`config.mk`:
```
export PLATFORM = sky130hd
export DESIGN_NAME = sbc_buf_ctrl
export DESIGN_NICKNAME = d
export VERILOG_FILES = /design/src/hdl/sbc_pkg.sv /design/src/hdl/sbc_buf_ctrl.sv /design/src/hdl/sbc_skid.sv
export SDC_FILE = /design/constraint.sdc
export NUM_CORES = 2
export LEC_CHECK = 0
export ABC_CLOCK_PERIOD_IN_PS = 8600
export BUFFER_PORTS_ARGS = -buffer_cell sky130_fd_sc_hd__buf_2
export CORE_ASPECT_RATIO = 0.9
export CORE_MARGIN = 3
export CORE_UTILIZATION = 50
export DETAILED_ROUTE_END_ITERATION = 10
export PLACE_DENSITY = 0.67
export SLEW_MARGIN = 5
export SYNTH_ARGS = -nofsm -noshare
export SYNTH_HDL_FRONTEND = slang
export SYNTH_SLANG_ARGS = --single-unit
```
`constraint.sdc`:
```
create_clock -name clock -period 8.6 [get_ports clock]
set_input_delay 0.43 -clock clock [delete_from_list [all_inputs] [get_ports clock]]
set_output_delay 0.43 -clock clock [all_outputs]
set_load 0.01 [all_outputs]
```
`src/hdl/sbc_pkg.sv`:
```
/*
 * Shared constants for the SDRAM write/read buffer control block:
 * control register location and layout, watermark levels, master
 * source codes, read-fetch states and widths.
 * Assumes nothing of its surroundings; it holds definitions only.
 */
package sbc_pkg;

    // control register within the configuration region
    localparam logic [11:0] SBC_CTRL_OFF   = 12'h040;
    localparam logic [7:0]  SBC_CTRL_RST   = 8'h00;
    localparam int          SBC_ON_BIT     = 0;
    localparam int          SBC_FLUSH_BIT  = 1;
    localparam int          SBC_THR_LO     = 2;
    localparam int          SBC_THR_HI     = 3;
    localparam int          SBC_PREF_BIT   = 4;
    localparam logic [2:0]  SBC_RSV_RD     = 3'h0;

    // watermark levels in doublewords
    localparam logic [5:0]  SBC_THR_28     = 6'h1c;
    localparam logic [5:0]  SBC_THR_24     = 6'h18;
    localparam logic [5:0]  SBC_THR_16     = 6'h10;
    localparam logic [5:0]  SBC_THR_8      = 6'h08;

    // write buffer: one rank per doubleword
    localparam int          SBC_DEPTH      = 32;
    localparam logic [5:0]  SBC_DEPTH_CNT  = 6'h20;
    localparam int          SBC_AW         = 26;
    localparam int          SBC_LW         = 24;
    localparam int          SBC_WB_W       = SBC_AW + 32 + 4;

    // requesting master
    localparam logic [1:0]  SBC_SRC_CPU    = 2'h0;
    localparam logic [1:0]  SBC_SRC_PCI    = 2'h1;
    localparam logic [1:0]  SBC_SRC_DMA    = 2'h2;

    typedef enum logic [2:0] {
        SBC_RD_IDLE  = 3'h1,
        SBC_RD_FETCH = 3'h2,
        SBC_RD_PREF  = 3'h4
    } sbc_rd_state_t;

    function automatic logic [5:0] sbc_thr_dw(input logic [1:0] f);
        logic [5:0] t;
        t = SBC_THR_28;
        unique case (f)
            2'h0: t = SBC_THR_28;
            2'h1: t = SBC_THR_24;
            2'h2: t = SBC_THR_16;
            2'h3: t = SBC_THR_8;
        endcase
        return t;
    endfunction

endpackage

```
`src/hdl/sbc_buf_ctrl.sv`:
```
/*
 * SDRAM write buffer and read-buffer prefetch control, with the
 * buffer control register. Assumes masters and the SDRAM controller
 * are synchronous to clock; read data itself travels outside.
 */
// Operation
// - write buffer and prefetch enabled separately
// - 8-bit control register at 40h, resets zero
// - programmable reset clears the control register
// - prefetch off means no prefetching
// - burst read prefetches next line too
// - single read fetches rest of line only
// - prefetch for bursts from any source but DMA
// - watermark code selects 28/24/16/8 doublewords
// - new rank only when write cannot merge
// - buffer writes only while enabled, else bypass
// - flush bit starts flush, reads 1 meanwhile
// - flush drains before any other SDRAM access
`timescale 1ns/1ps
module sbc_buf_ctrl
    import sbc_pkg::*;
(
    input  wire logic                       clock,
    input  wire logic                       rst_b,
    input  wire logic                       prog_rst,
    input  wire logic [11:0]                cfg_addr,
    input  wire logic                       cfg_wr,
    input  wire logic                       cfg_rd,
    input  wire logic [7:0]                 cfg_wdata,
    output logic [7:0]                      cfg_rdata,
    input  wire logic                       mw_valid,
    output logic                            mw_ready,
    input  wire logic [sbc_pkg::SBC_AW-1:0] mw_addr,
    input  wire logic [31:0]                mw_data,
    input  wire logic [3:0]                 mw_be,
    input  wire logic                       mr_valid,
    output logic                            mr_ready,
    input  wire logic [sbc_pkg::SBC_AW-1:0] mr_addr,
    input  wire logic                       mr_burst,
    input  wire logic [1:0]                 mr_src,
    output logic                            mr_done,
    output logic                            mr_hit,
    output logic                            wb_svc_req,
    output logic                            sd_wr_valid,
    input  wire logic                       sd_wr_ready,
    output logic [sbc_pkg::SBC_AW-1:0]      sd_wr_addr,
    output logic [31:0]                     sd_wr_data,
    output logic [3:0]                      sd_wr_be,
    output logic                            sd_rd_valid,
    input  wire logic                       sd_rd_ready,
    output logic [sbc_pkg::SBC_LW-1:0]      sd_rd_line,
    output logic [1:0]                      sd_rd_start
);
    import sbc_pkg::*;

    logic [7:0]          ctrl_q, ctrl_d;
    logic [7:0]          rdata_q, rdata_d;
    logic                svc_q, svc_d;
    logic [5:0]          count_q, count_d;
    logic [4:0]          head_q, head_d, tail_q, tail_d;
    logic [SBC_AW-1:0]   rk_addr [0:SBC_DEPTH-1];
    logic [31:0]         rk_data [0:SBC_DEPTH-1];
    logic [3:0]          rk_be   [0:SBC_DEPTH-1];
    logic                cfg_hit, wb_on, flushing, pref_on, drained;
    logic                mhit, pop, wr_take, alloc;
    logic [4:0]          hidx, widx, rel;
    logic [31:0]         wdat;
    logic [3:0]          wbe;
    logic                sk_in_valid, sk_in_ready;
    logic [SBC_WB_W-1:0] sk_in_data;

    assign cfg_hit  = (cfg_addr == SBC_CTRL_OFF);
    assign wb_on    = ctrl_q[SBC_ON_BIT];
    assign flushing = ctrl_q[SBC_FLUSH_BIT];
    assign pref_on  = ctrl_q[SBC_PREF_BIT];
    assign drained  = (count_q == 6'h0) && !sd_wr_valid;

    // control register
    always_comb
    begin
        ctrl_d  = ctrl_q;
        rdata_d = rdata_q;
        if (flushing && drained)
            ctrl_d[SBC_FLUSH_BIT] = 1'h0;
        if (cfg_wr && cfg_hit)
        begin
            ctrl_d[SBC_ON_BIT]   = cfg_wdata[SBC_ON_BIT];
            ctrl_d[SBC_PREF_BIT] = cfg_wdata[SBC_PREF_BIT];
            ctrl_d[SBC_THR_HI:SBC_THR_LO] = cfg_wdata[SBC_THR_HI:SBC_THR_LO];
            // a new flush request wins over a finishing one
            if (cfg_wdata[SBC_FLUSH_BIT])
                ctrl_d[SBC_FLUSH_BIT] = 1'h1;
        end
        ctrl_d[7:5] = SBC_RSV_RD;
        if (prog_rst)
            ctrl_d = SBC_CTRL_RST;
        if (cfg_rd)
            rdata_d = cfg_hit ? ctrl_q : 8'h00;
    end

    // merge search over allocated ranks only
    always_comb
    begin
        mhit = 1'h0;
        hidx = 5'h0;
        rel  = 5'h0;
        for (int i = 0; i < SBC_DEPTH; i++)
        begin
            rel = 5'(i) - head_q;
            if (!mhit && ({1'h0, rel} < count_q) && (rk_addr[i] == mw_addr))
            begin
                mhit = 1'h1;
                hidx = 5'(i);
            end
        end
    end

    always_comb
    begin
        // drain when above watermark, flushing, or buffer switched off
        pop = (count_q != 6'h0) && (flushing || !wb_on || svc_q) && sk_in_ready;
        // writes wait out a flush; merging into the rank leaving now would lose bytes
        if (flushing)
            mw_ready = 1'h0;
        else if (wb_on)
            mw_ready = mhit ? !(pop && hidx == head_q) : (count_q != SBC_DEPTH_CNT);
        else
            mw_ready = (count_q == 6'h0) && sk_in_ready;
        wr_take = mw_valid && mw_ready;
        alloc   = wr_take && wb_on && !mhit;
        widx    = mhit ? hidx : tail_q;
        for (int b = 0; b < 4; b++)
            wdat[b*8 +: 8] = (mw_be[b] || !mhit) ? mw_data[b*8 +: 8] : rk_data[widx][b*8 +: 8];
        wbe     = mhit ? (rk_be[widx] | mw_be) : mw_be;
        count_d = count_q + {5'h0, alloc} - {5'h0, pop};
        head_d  = head_q + {4'h0, pop};
        tail_d  = tail_q + {4'h0, alloc};
        svc_d   = count_d > sbc_thr_dw(ctrl_d[SBC_THR_HI:SBC_THR_LO]);
        sk_in_valid = pop || (wr_take && !wb_on);
        sk_in_data  = pop ? {rk_addr[head_q], rk_data[head_q], rk_be[head_q]}
                          : {mw_addr, mw_data, mw_be};
    end

    always_ff @(posedge clock)
    begin
        if (wr_take && wb_on)
        begin
            rk_addr[widx] <= mw_addr;
            rk_data[widx] <= wdat;
            rk_be[widx]   <= wbe;
        end
    end

    always_ff @(posedge clock or negedge rst_b)
    begin
        if (!rst_b)
        begin
            ctrl_q  <= SBC_CTRL_RST;
            rdata_q <= 8'h00;
            svc_q   <= 1'h0;
            count_q <= 6'h0;
            head_q  <= 5'h0;
            tail_q  <= 5'h0;
        end
        else
        begin
            ctrl_q  <= ctrl_d;
            rdata_q <= rdata_d;
            svc_q   <= svc_d;
            count_q <= count_d;
            head_q  <= head_d;
            tail_q  <= tail_d;
        end
    end

    assign cfg_rdata  = rdata_q;
    assign wb_svc_req = svc_q;

    sbc_skid #(
        .W (SBC_WB_W)
    ) u_skid (
        .clock     (clock),
        .rst_b     (rst_b),
        .in_valid  (sk_in_valid),
        .in_ready  (sk_in_ready),
        .in_data   (sk_in_data),
        .out_valid (sd_wr_valid),
        .out_ready (sd_wr_ready),
        .out_data  ({sd_wr_addr, sd_wr_data, sd_wr_be})
    );

    // read buffer: line just fetched and line prefetched
    sbc_rd_state_t      rd_q, rd_d;
    logic [SBC_LW-1:0]  line_q, line_d, tag0_q, tag0_d, tag1_q, tag1_d;
    logic [1:0]         start_q, start_d;
    logic               pf_q, pf_d, v0_q, v0_d, v1_q, v1_d;
    logic               done_q, done_d, hit_q, hit_d, rb_hit;
    logic [SBC_LW-1:0]  mr_line, mw_line;

    assign mr_line = mr_addr[SBC_AW-1:2];
    assign mw_line = mw_addr[SBC_AW-1:2];
    assign rb_hit  = (v0_q && tag0_q == mr_line) || (v1_q && tag1_q == mr_line);

    always_comb
    begin
        rd_d    = rd_q;
        line_d  = line_q;
        start_d = start_q;
        pf_d    = pf_q;
        done_d  = 1'h0;
        hit_d   = 1'h0;
        tag0_d  = tag0_q;
        tag1_d  = tag1_q;
        // a write makes a held copy of its line stale
        v0_d    = v0_q && !(wr_take && tag0_q == mw_line);
        v1_d    = v1_q && !(wr_take && tag1_q == mw_line);
        mr_ready    = (rd_q == SBC_RD_IDLE) && !flushing;
        sd_rd_valid = (rd_q != SBC_RD_IDLE) && !flushing;
        unique case (rd_q)
            SBC_RD_IDLE:
                if (mr_valid && mr_ready)
                begin
                    if (rb_hit)
                    begin
                        done_d = 1'h1;
                        hit_d  = 1'h1;
                    end
                    else
                    begin
                        line_d  = mr_line;
                        start_d = mr_addr[1:0];
                        pf_d    = pref_on && mr_burst && (mr_src != SBC_SRC_DMA);
                        rd_d    = SBC_RD_FETCH;
                    end
                end
            SBC_RD_FETCH:
                if (sd_rd_valid && sd_rd_ready)
                begin
                    tag0_d = line_q;
                    v0_d   = 1'h1;
                    if (pf_q)
                    begin
                        line_d  = line_q + 24'h1;
                        start_d = 2'h0;
                        rd_d    = SBC_RD_PREF;
                    end
                    else
                    begin
                        done_d = 1'h1;
                        rd_d   = SBC_RD_IDLE;
                    end
                end
            SBC_RD_PREF:
                if (sd_rd_valid && sd_rd_ready)
                begin
                    tag1_d = line_q;
                    v1_d   = 1'h1;
                    pf_d   = 1'h0;
                    done_d = 1'h1;
                    rd_d   = SBC_RD_IDLE;
                end
        endcase
    end

    always_ff @(posedge clock or negedge rst_b)
    begin
        if (!rst_b)
        begin
            rd_q    <= SBC_RD_IDLE;
            line_q  <= 24'h0;
            start_q <= 2'h0;
            pf_q    <= 1'h0;
            done_q  <= 1'h0;
            hit_q   <= 1'h0;
            tag0_q  <= 24'h0;
            tag1_q  <= 24'h0;
            v0_q    <= 1'h0;
            v1_q    <= 1'h0;
        end
        else
        begin
            rd_q    <= rd_d;
            line_q  <= line_d;
            start_q <= start_d;
            pf_q    <= pf_d;
            done_q  <= done_d;
            hit_q   <= hit_d;
            tag0_q  <= tag0_d;
            tag1_q  <= tag1_d;
            v0_q    <= v0_d;
            v1_q    <= v1_d;
        end
    end

    assign sd_rd_line  = line_q;
    assign sd_rd_start = start_q;
    assign mr_done     = done_q;
    assign mr_hit      = hit_q;

    logic rd_take;
    assign rd_take = mr_valid && mr_ready;
endmodule

```
`src/hdl/sbc_skid.sv`:
```
/*
 * Two-entry buffer with valid/ready on both sides.
 * Assumes one clock; a stall on the output side back-pressures input.
 */
`timescale 1ns/1ps
module sbc_skid #(
    parameter int W = 8
) (
    input  wire logic         clock,
    input  wire logic         rst_b,
    input  wire logic         in_valid,
    output logic              in_ready,
    input  wire logic [W-1:0] in_data,
    output logic              out_valid,
    input  wire logic         out_ready,
    output logic [W-1:0]      out_data
);
    logic [W-1:0] mem [0:1];
    logic         wp_q;
    logic         wp_d;
    logic         rp_q;
    logic         rp_d;
    logic [1:0]   cnt_q;
    logic [1:0]   cnt_d;
    logic         push;
    logic         pull;

    always_comb
    begin
        in_ready  = (cnt_q != 2'h2);
        out_valid = (cnt_q != 2'h0);
        out_data  = mem[rp_q];
        push      = in_valid && in_ready;
        pull      = out_valid && out_ready;
        wp_d      = push ? ~wp_q : wp_q;
        rp_d      = pull ? ~rp_q : rp_q;
        cnt_d     = cnt_q + {1'h0, push} - {1'h0, pull};
    end

    always_ff @(posedge clock or negedge rst_b)
    begin
        if (!rst_b)
        begin
            wp_q  <= 1'h0;
            rp_q  <= 1'h0;
            cnt_q <= 2'h0;
        end
        else
        begin
            wp_q  <= wp_d;
            rp_q  <= rp_d;
            cnt_q <= cnt_d;
        end
    end

    // storage carries no reset; validity lives in cnt_q
    always_ff @(posedge clock)
    begin
        if (push)
            mem[wp_q] <= in_data;
    end

endmodule

```
Word-level counts from Yosys, hierarchy flattened
Memories as Yosys holds them, arrays and structs flattened.
Index checks and enable logic that the tools add are counted.

operators by class
  magnitude comparators = 33
  mux-type cells = 114
  bitwise logic cells = 3
  eq/ne operators = 57
  reduce and logical (&&, ||, !) cells = 150
  add/subtract/negate cells = 39

operator list
  cell                                              number
  == test 26 bit                                    32
  less-than comparator 5 x 6 -> 1 bit               32
  two-way mux 5 bit                                 33
  == test 24 bit                                    4
  two-way mux 24 bit                                4
  logical AND 1 bit                                 88
  subtractor 5 bit (first input constant)           16
  two-way mux 62 bit                                1
  two-way mux 1 bit                                 55
  one-hot mux 24 bit (2 select lines)               1
  two-way mux 8 bit                                 5
  subtractor 4 x 5 -> 5 bit (first input constant)  8
  logical NOT 1 bit                                 38
  adder 24 x 1 -> 24 bit (second input constant)    1
  one-hot mux 6 bit (4 select lines)                1
  subtractor 3 x 5 -> 5 bit (first input constant)  4
  two-way mux 3 bit                                 5
  != test 2 bit (second input constant)             7
  == test 12 x 7 -> 1 bit (second input constant)   1
  AND reduction 2 bit                               6
  adder 5 x 1 -> 5 bit                              2
  subtractor 1 x 5 -> 5 bit (first input constant)  2
  subtractor 2 x 5 -> 5 bit (first input constant)  2
  one-hot mux 3 bit (3 select lines)                1
  other kinds (28)                                  47

word-level totals
  memories kept = 4
  memory bits (writable) = 2108
  output and inout port bits = 103
  logic and storage cells = 420
  register bits after elaboration = 119
  bits of input ports = 120

memory list
  memory      words  bits a word  read ports  clocked after memory_dff  write ports  line                source
  rk_data     32     32           1           0                         1            sbc_buf_ctrl.sv:62  logic [31:0] rk_data [0:SBC_DEPTH-1];
  rk_addr     32     26           33          0                         1            sbc_buf_ctrl.sv:61  logic [SBC_AW-1:0] rk_addr [0:SBC_DEPTH-1];
  rk_be       32     4            2           0                         1            sbc_buf_ctrl.sv:63  logic [3:0] rk_be [0:SBC_DEPTH-1];
  u_skid.mem  2      62           1           0                         1            sbc_skid.sv:18      logic [W-1:0] mem [0:1];

Longest topological paths before layout
  word-level depth = 140
  depth in mapped cells = 32

Modules after synthesis
A second synthesis with hierarchy kept.

second synthesis, totals
  cell total of the unflattened synthesis = 5770
  area total of the unflattened synthesis = 101245.9 sq um

by module, submodules not included
  module        instances  area an instance (sq um)  seq. area each (sq um)  cells each
  sbc_buf_ctrl  1          96272.3                   62306.0                 5560
  sbc_skid      1          4973.5                    3823.7                  210

Worst setup path after synthesis
OpenSTA, ideal clock, no wires.

  kind = reg2reg
  from = register head_q[2]
  to = memory rk_addr[19][0] (enable)
  library setup time = 0.417 ns
  path buffers = 6
  cell stages (with the launch flop) = 25
  data arrival time = 6.583 ns
  path slack = 1.600 ns
  clock period less this slack = 7.000 ns
  path through = dfrtp_1 > clkbuf_1 > inv_2 > buf_1 > buf_1 > ha_1 > clkbuf_1 > a21oi_1 > xnor2_1 > inv_1 > ha_1 > a2111o_1 > nor4_1 > o311ai_1 > nor3b_1 > o31ai_1 > o211a_4 > o211a_4 > nor3_2 > a21oi_2 > o311ai_2 > or3_1 > buf_4 > buf_4 > nor2_1

between the ends
  longest elaborated chain between the ends = 138

RTL lines
  item                                     line                 source
  start: declaration                       sbc_buf_ctrl.sv:60   logic [4:0] head_q, head_d, tail_q, tail_d;
  start signal: assignment                 sbc_buf_ctrl.sv:162  head_q <= 5'h0;
  start signal: assignment                 sbc_buf_ctrl.sv:171  head_q <= head_d;
  subtractor 1 x 5 -> 5 bit                sbc_buf_ctrl.sv:109  rel = 5'(i) - head_q;
  less-than comparator 5 x 6 -> 1 bit      sbc_buf_ctrl.sv:110  if (!mhit && ({1'h0, rel} < count_q) && (rk_addr[i] == mw_addr))
  logical AND 1 bit                        sbc_buf_ctrl.sv:110
  two-way mux 1 bit                        sbc_buf_ctrl.sv:110
  logical NOT 1 bit                        sbc_buf_ctrl.sv:110
  logical AND 1 bit (2 in a row)           sbc_buf_ctrl.sv:110
  two-way mux 1 bit                        sbc_buf_ctrl.sv:110
  logical NOT 1 bit                        sbc_buf_ctrl.sv:110
  [... 121 more ...]                       --
  logical NOT 1 bit                        sbc_buf_ctrl.sv:126  mw_ready = mhit ? !(pop && hidx == head_q) : (count_q != SBC_DEPTH_CNT);
  two-way mux 1 bit                        sbc_buf_ctrl.sv:126
  two-way mux 1 bit                        sbc_buf_ctrl.sv:125  else if (wb_on)
  two-way mux 1 bit                        sbc_buf_ctrl.sv:123  if (flushing)
  logical AND 1 bit                        sbc_buf_ctrl.sv:129  wr_take = mw_valid && mw_ready;
  logical AND 1 bit                        sbc_buf_ctrl.sv:146  if (wr_take && wb_on)
  two-way mux 1 bit                        sbc_buf_ctrl.sv:146
  two-way mux 1 bit (implied by the code)  sbc_buf_ctrl.sv:148  rk_addr[widx] <= mw_addr;
  end: declaration                         sbc_buf_ctrl.sv:61

Parallel ways exist; a longest one is shown, timed or not.

Worst setup path after layout
  from = register head_q[1]
  to = memory rk_data[23][26] (enable)

between the ends
  longest elaborated chain between the ends = 139

RTL lines
  item                                     line                 source
  subtractor 1 x 5 -> 5 bit                sbc_buf_ctrl.sv:109
  less-than comparator 5 x 6 -> 1 bit      sbc_buf_ctrl.sv:110
  logical AND 1 bit                        sbc_buf_ctrl.sv:110
  two-way mux 1 bit                        sbc_buf_ctrl.sv:110
  logical NOT 1 bit                        sbc_buf_ctrl.sv:110
  logical AND 1 bit (2 in a row)           sbc_buf_ctrl.sv:110
  two-way mux 1 bit                        sbc_buf_ctrl.sv:110
  logical NOT 1 bit                        sbc_buf_ctrl.sv:110
  [... 122 more ...]                       --
  two-way mux 1 bit                        sbc_buf_ctrl.sv:126
  two-way mux 1 bit                        sbc_buf_ctrl.sv:125
  two-way mux 1 bit                        sbc_buf_ctrl.sv:123
  logical AND 1 bit                        sbc_buf_ctrl.sv:129
  logical AND 1 bit                        sbc_buf_ctrl.sv:146
  two-way mux 1 bit                        sbc_buf_ctrl.sv:146
  two-way mux 1 bit (implied by the code)  sbc_buf_ctrl.sv:149  rk_data[widx] <= wdat;
  AND reduction 2 bit (no source line)     --
  end: declaration                         sbc_buf_ctrl.sv:62

Parallel ways exist; a longest one is shown, timed or not.

==> run summary <==
Status -> complete, no violations
Critical Path, Cell by Cell -> inv_1 -> ha_1 -> xor2_1 -> inv_1 -> ha_1 -> nand2_1 -> o21ai_1 -> a21oi_1 -> nor2_1 -> a2111oi_2 -> nor4_2 -> nand4_4 -> buf_4 -> a2bb2oi_2 -> a311o_1 -> nand4_1 -> o311ai_2 -> or3_2 -> buf_4 -> nor3_1
Initial DRC Count -> 8100
Clock buffer depth -> 3
Nets -> 6380
Fmax -> 132 MHz
Area Growth Syn to Fin -> 11.4%
TritonCTS buffer count -> 219
Share of cells above drive strength 1 -> 24.3%
Via count -> 57900
I/O Pins -> 223
Min cycle time layout -> 7600 ps
Final Max Slew Viols -> 0
Remaining DRCs -> 0
Met2 Track Usage GR -> 39.9%
Clk_lat worst skew -> 890 ps
DR WL/cell -> 31.9 um
Utilization after layout -> 56.2%
DRT Pass-1 Iters -> 6
Die width -> 481 um
Most used routing layer -> met1
Register bit count reported by yosys -> 2221
Tcrit/Tclk final -> 88.3%
Cell variety after synth -> 98
Post-synth ARST share -> 5.09%
Largest stage delay, worst path -> 1100 ps
Endpoints failing hold -> 0
Final Wtd Congestion -> 0.952
Grt ovf -> 0
Reg area -> 66100 um^2
Worst slew pin tran -> 1350 ps
Multi-input gate area -> 33500 um^2
Setup Skew -> 62.2 ps
EDFF count, synth -> 2108
Setup CP Type -> flip-flop to flip-flop
Final Setup Violations -> 0
Static leakage -> 37.0 nW
Synth top area cells -> edfxtp_1, mux4_2, xor2_1
Internal power -> 0.0224 W
RSZ-0062 raised after global routing -> false
Net Sw Frac -> 33.7%
Core footprint -> 201000 um^2
CP Data Arrival Time -> 8070 ps
VDD IR max -> 0.306 mV
CP Data Required Time -> 9070 ps
DP Wirelength -> 194 mm
Clk slew on worst S/H paths -> 60 ps
Syn Area/Cell -> 17.3 um^2
I/O Buffers -> 216
Commonest non-fill, non-tap cell in the layout -> edfxtp_1
Sink Count -> 2221
Psw -> 0.0114 W
Hold Crit Class -> input port to flip-flop
Final wirelength -> 289 mm
Yosys top cell area share -> 62.3%
Syn. warnings -> 0
Initial antenna violation count -> 16
Sequential share of the synthesized area -> 65.1%
Largest net degree at the start of global routing -> 130
TNS Setup -> 0 ps
FP Rows -> 156
CTS tree -> built
Combinational share of power -> 34.0%
Critical Path Start Type -> flip-flop
Sequential power share -> 38.6%
Fillers -> 15400
Die area -> 209000 um^2
Post-place setup slack -> 1150 ps
Root buf cell -> clkbuf_16
Max FO, Critical Path -> 16
# Post-CTS Setup Buffers -> 0
Die H -> 434 um
DRT antenna net count -> 0
Final worst setup slack -> 1000 ps
M3 GR Usage -> 6.19%
Max Cap Viol -> 0
Commonest non-fill, non-tap cells in the layout -> edfxtp_1, xor2_1, mux4_2, xnor2_1, nand2_1
Clock group share of total power -> 27.4%
H-tree lvl count -> 4
Met1 Use GR -> 42.6%
Via-to-Cell Ratio -> 6.40
First-pass GRT wire length -> 411 mm
Worst setup EP type -> flip-flop
Synth Instances -> 5883
Critical-path cell with the highest stage delay -> nor3_1
Top_reg_cell synth -> edfxtp_1
Synth Cell Area -> 102000 um^2
Vias in the first global route -> 55900
Initial Utilization -> 50.4%
Area leader, netlist -> edfxtp_1
PwrDens -> 298 nW/um^2
Worst slew margin -> 9.22%
Tot GR Track Use -> 27.5%
worst max-delay path: cells and delay by family (launching register included):
| family | cells | cell delay (ps) |
|---|---|---|
| AOI/OAI and AO/OA | 6 | 1500 |
| DFF | 1 | 500 |
| and+or+nand+nor | 7 | 3230 |
| xor gates and xnor gates | 1 | 240 |
| buffers and inverters | 4 | 950 |
| adders and majority gates | 2 | 760 |
path summary, 6_finish.rpt:
kind | cells past startpoint | from | end | slack (ps)
max | 20 | head_q[1] | rk_data[23][26] | 1000
min | 4 | mr_addr[20] | sd_rd_line[18] | 60
max in group asynchronous | 3 | rst_b | head_q[4] | 6880
min reg2reg | 2 | sd_rd_start[0] | sd_rd_start[0] | 470
max reg2reg | 20 | head_q[1] | rk_data[23][26] | 1000
min in group asynchronous | 2 | rst_b | sd_rd_start[1] | 120
cell usage after synthesis (48+ instances only):
library cell and n:
mux4_2 621, buf_4 48, nor4_1 167, dfrtp_1 112
nand2_1 274, xnor2_1 275, nand3_1 60, nor3_1 63
xor2_1 691, mux2i_1 48, buf_6 57, inv_1 66
a31oi_1 71, ha_1 89, a21oi_1 104, nor2_1 231
mux2_2 88, clkbuf_1 163, nand4_1 84, edfxtp_1 2108
o21ai_0 66, buf_1 56
power by group through the flow:
stage	combinational [W]	sequential [W]	clock, W
6_report	0.0115	0.0130	0.00926
5_1_grt	0.0121	0.0131	0.00979
4_1_cts	0.0114	0.0130	0.00936
3_5_place_dp	0.0113	0.0133	0
3_3_place_gp	0.0113	0.0132	0
2_1_floorplan	0.00737	0.0131	0
through the flow:
| stage | power (W) | cells | cell area (um^2) | hold slack (ps) |
|---|---|---|---|---|
| final | 0.0338 | 9047 | 113000 | 59.3 |
| after global routing | 0.0350 | 9044 | 113000 | 54.7 |
| after CTS | 0.0338 | 9044 | 113000 | 12.4 |
| after detailed placement | 0.0246 | 8594 | 106000 | 463 |
| after global placement | 0.0245 | 8594 | 106000 | 447 |
| after floorplan | 0.0205 | 5885 | 102000 | 134 |
cell type report:
| class | count | area share, % |
|---|---|---|
| flip-flops and latches | 2221 | 58.5 |
| multi-input cells | 3235 | 29.6 |
| clock buffers | 292 | 5.16 |
| well taps | 2686 | 2.97 |
| repair buffers | 423 | 2.64 |
| clock inverters | 117 | 0.911 |
| inverters | 70 | 0.239 |
| diodes | 3 | 0.00663 |
registers in the layout, summed over array words and instances (netlist names), 2 cells and up:
signal and count:
u_skid.mem 124, rk_be 128, tail_q 5, tag0_q 24, ctrl_q 5, rk_addr 832
tag1_q 24, rk_data 1024, head_q 5, sd_rd_line 24, u_skid.cnt_q 2, rd_q 3
count_q 6, cfg_rdata 5, sd_rd_start 2
repair_timing:
item	in CTS	in global routing
hold buffers	41	0
resized for setup	0	0
setup endpoints to repair	0	0
hold endpoints to repair	88	0
cells by family after synthesis:
group,synth area share (%)
xor gates and xnor gates,8.33
and+or+nand+nor,5.18
DFF,65.1
adders and majority gates,1.12
other,0.00369
AOI/OAI and AO/OA,2.79
muxes,15.2
buffers and inverters,2.27
metal layers:
metal,vias up,part of all wire [%]
met1,30400,42
li1,23800,-
met3,373,11
met5,-,0.021
met4,10,2.3
met2,3311,44
Power figures use the tool's default switching activity.
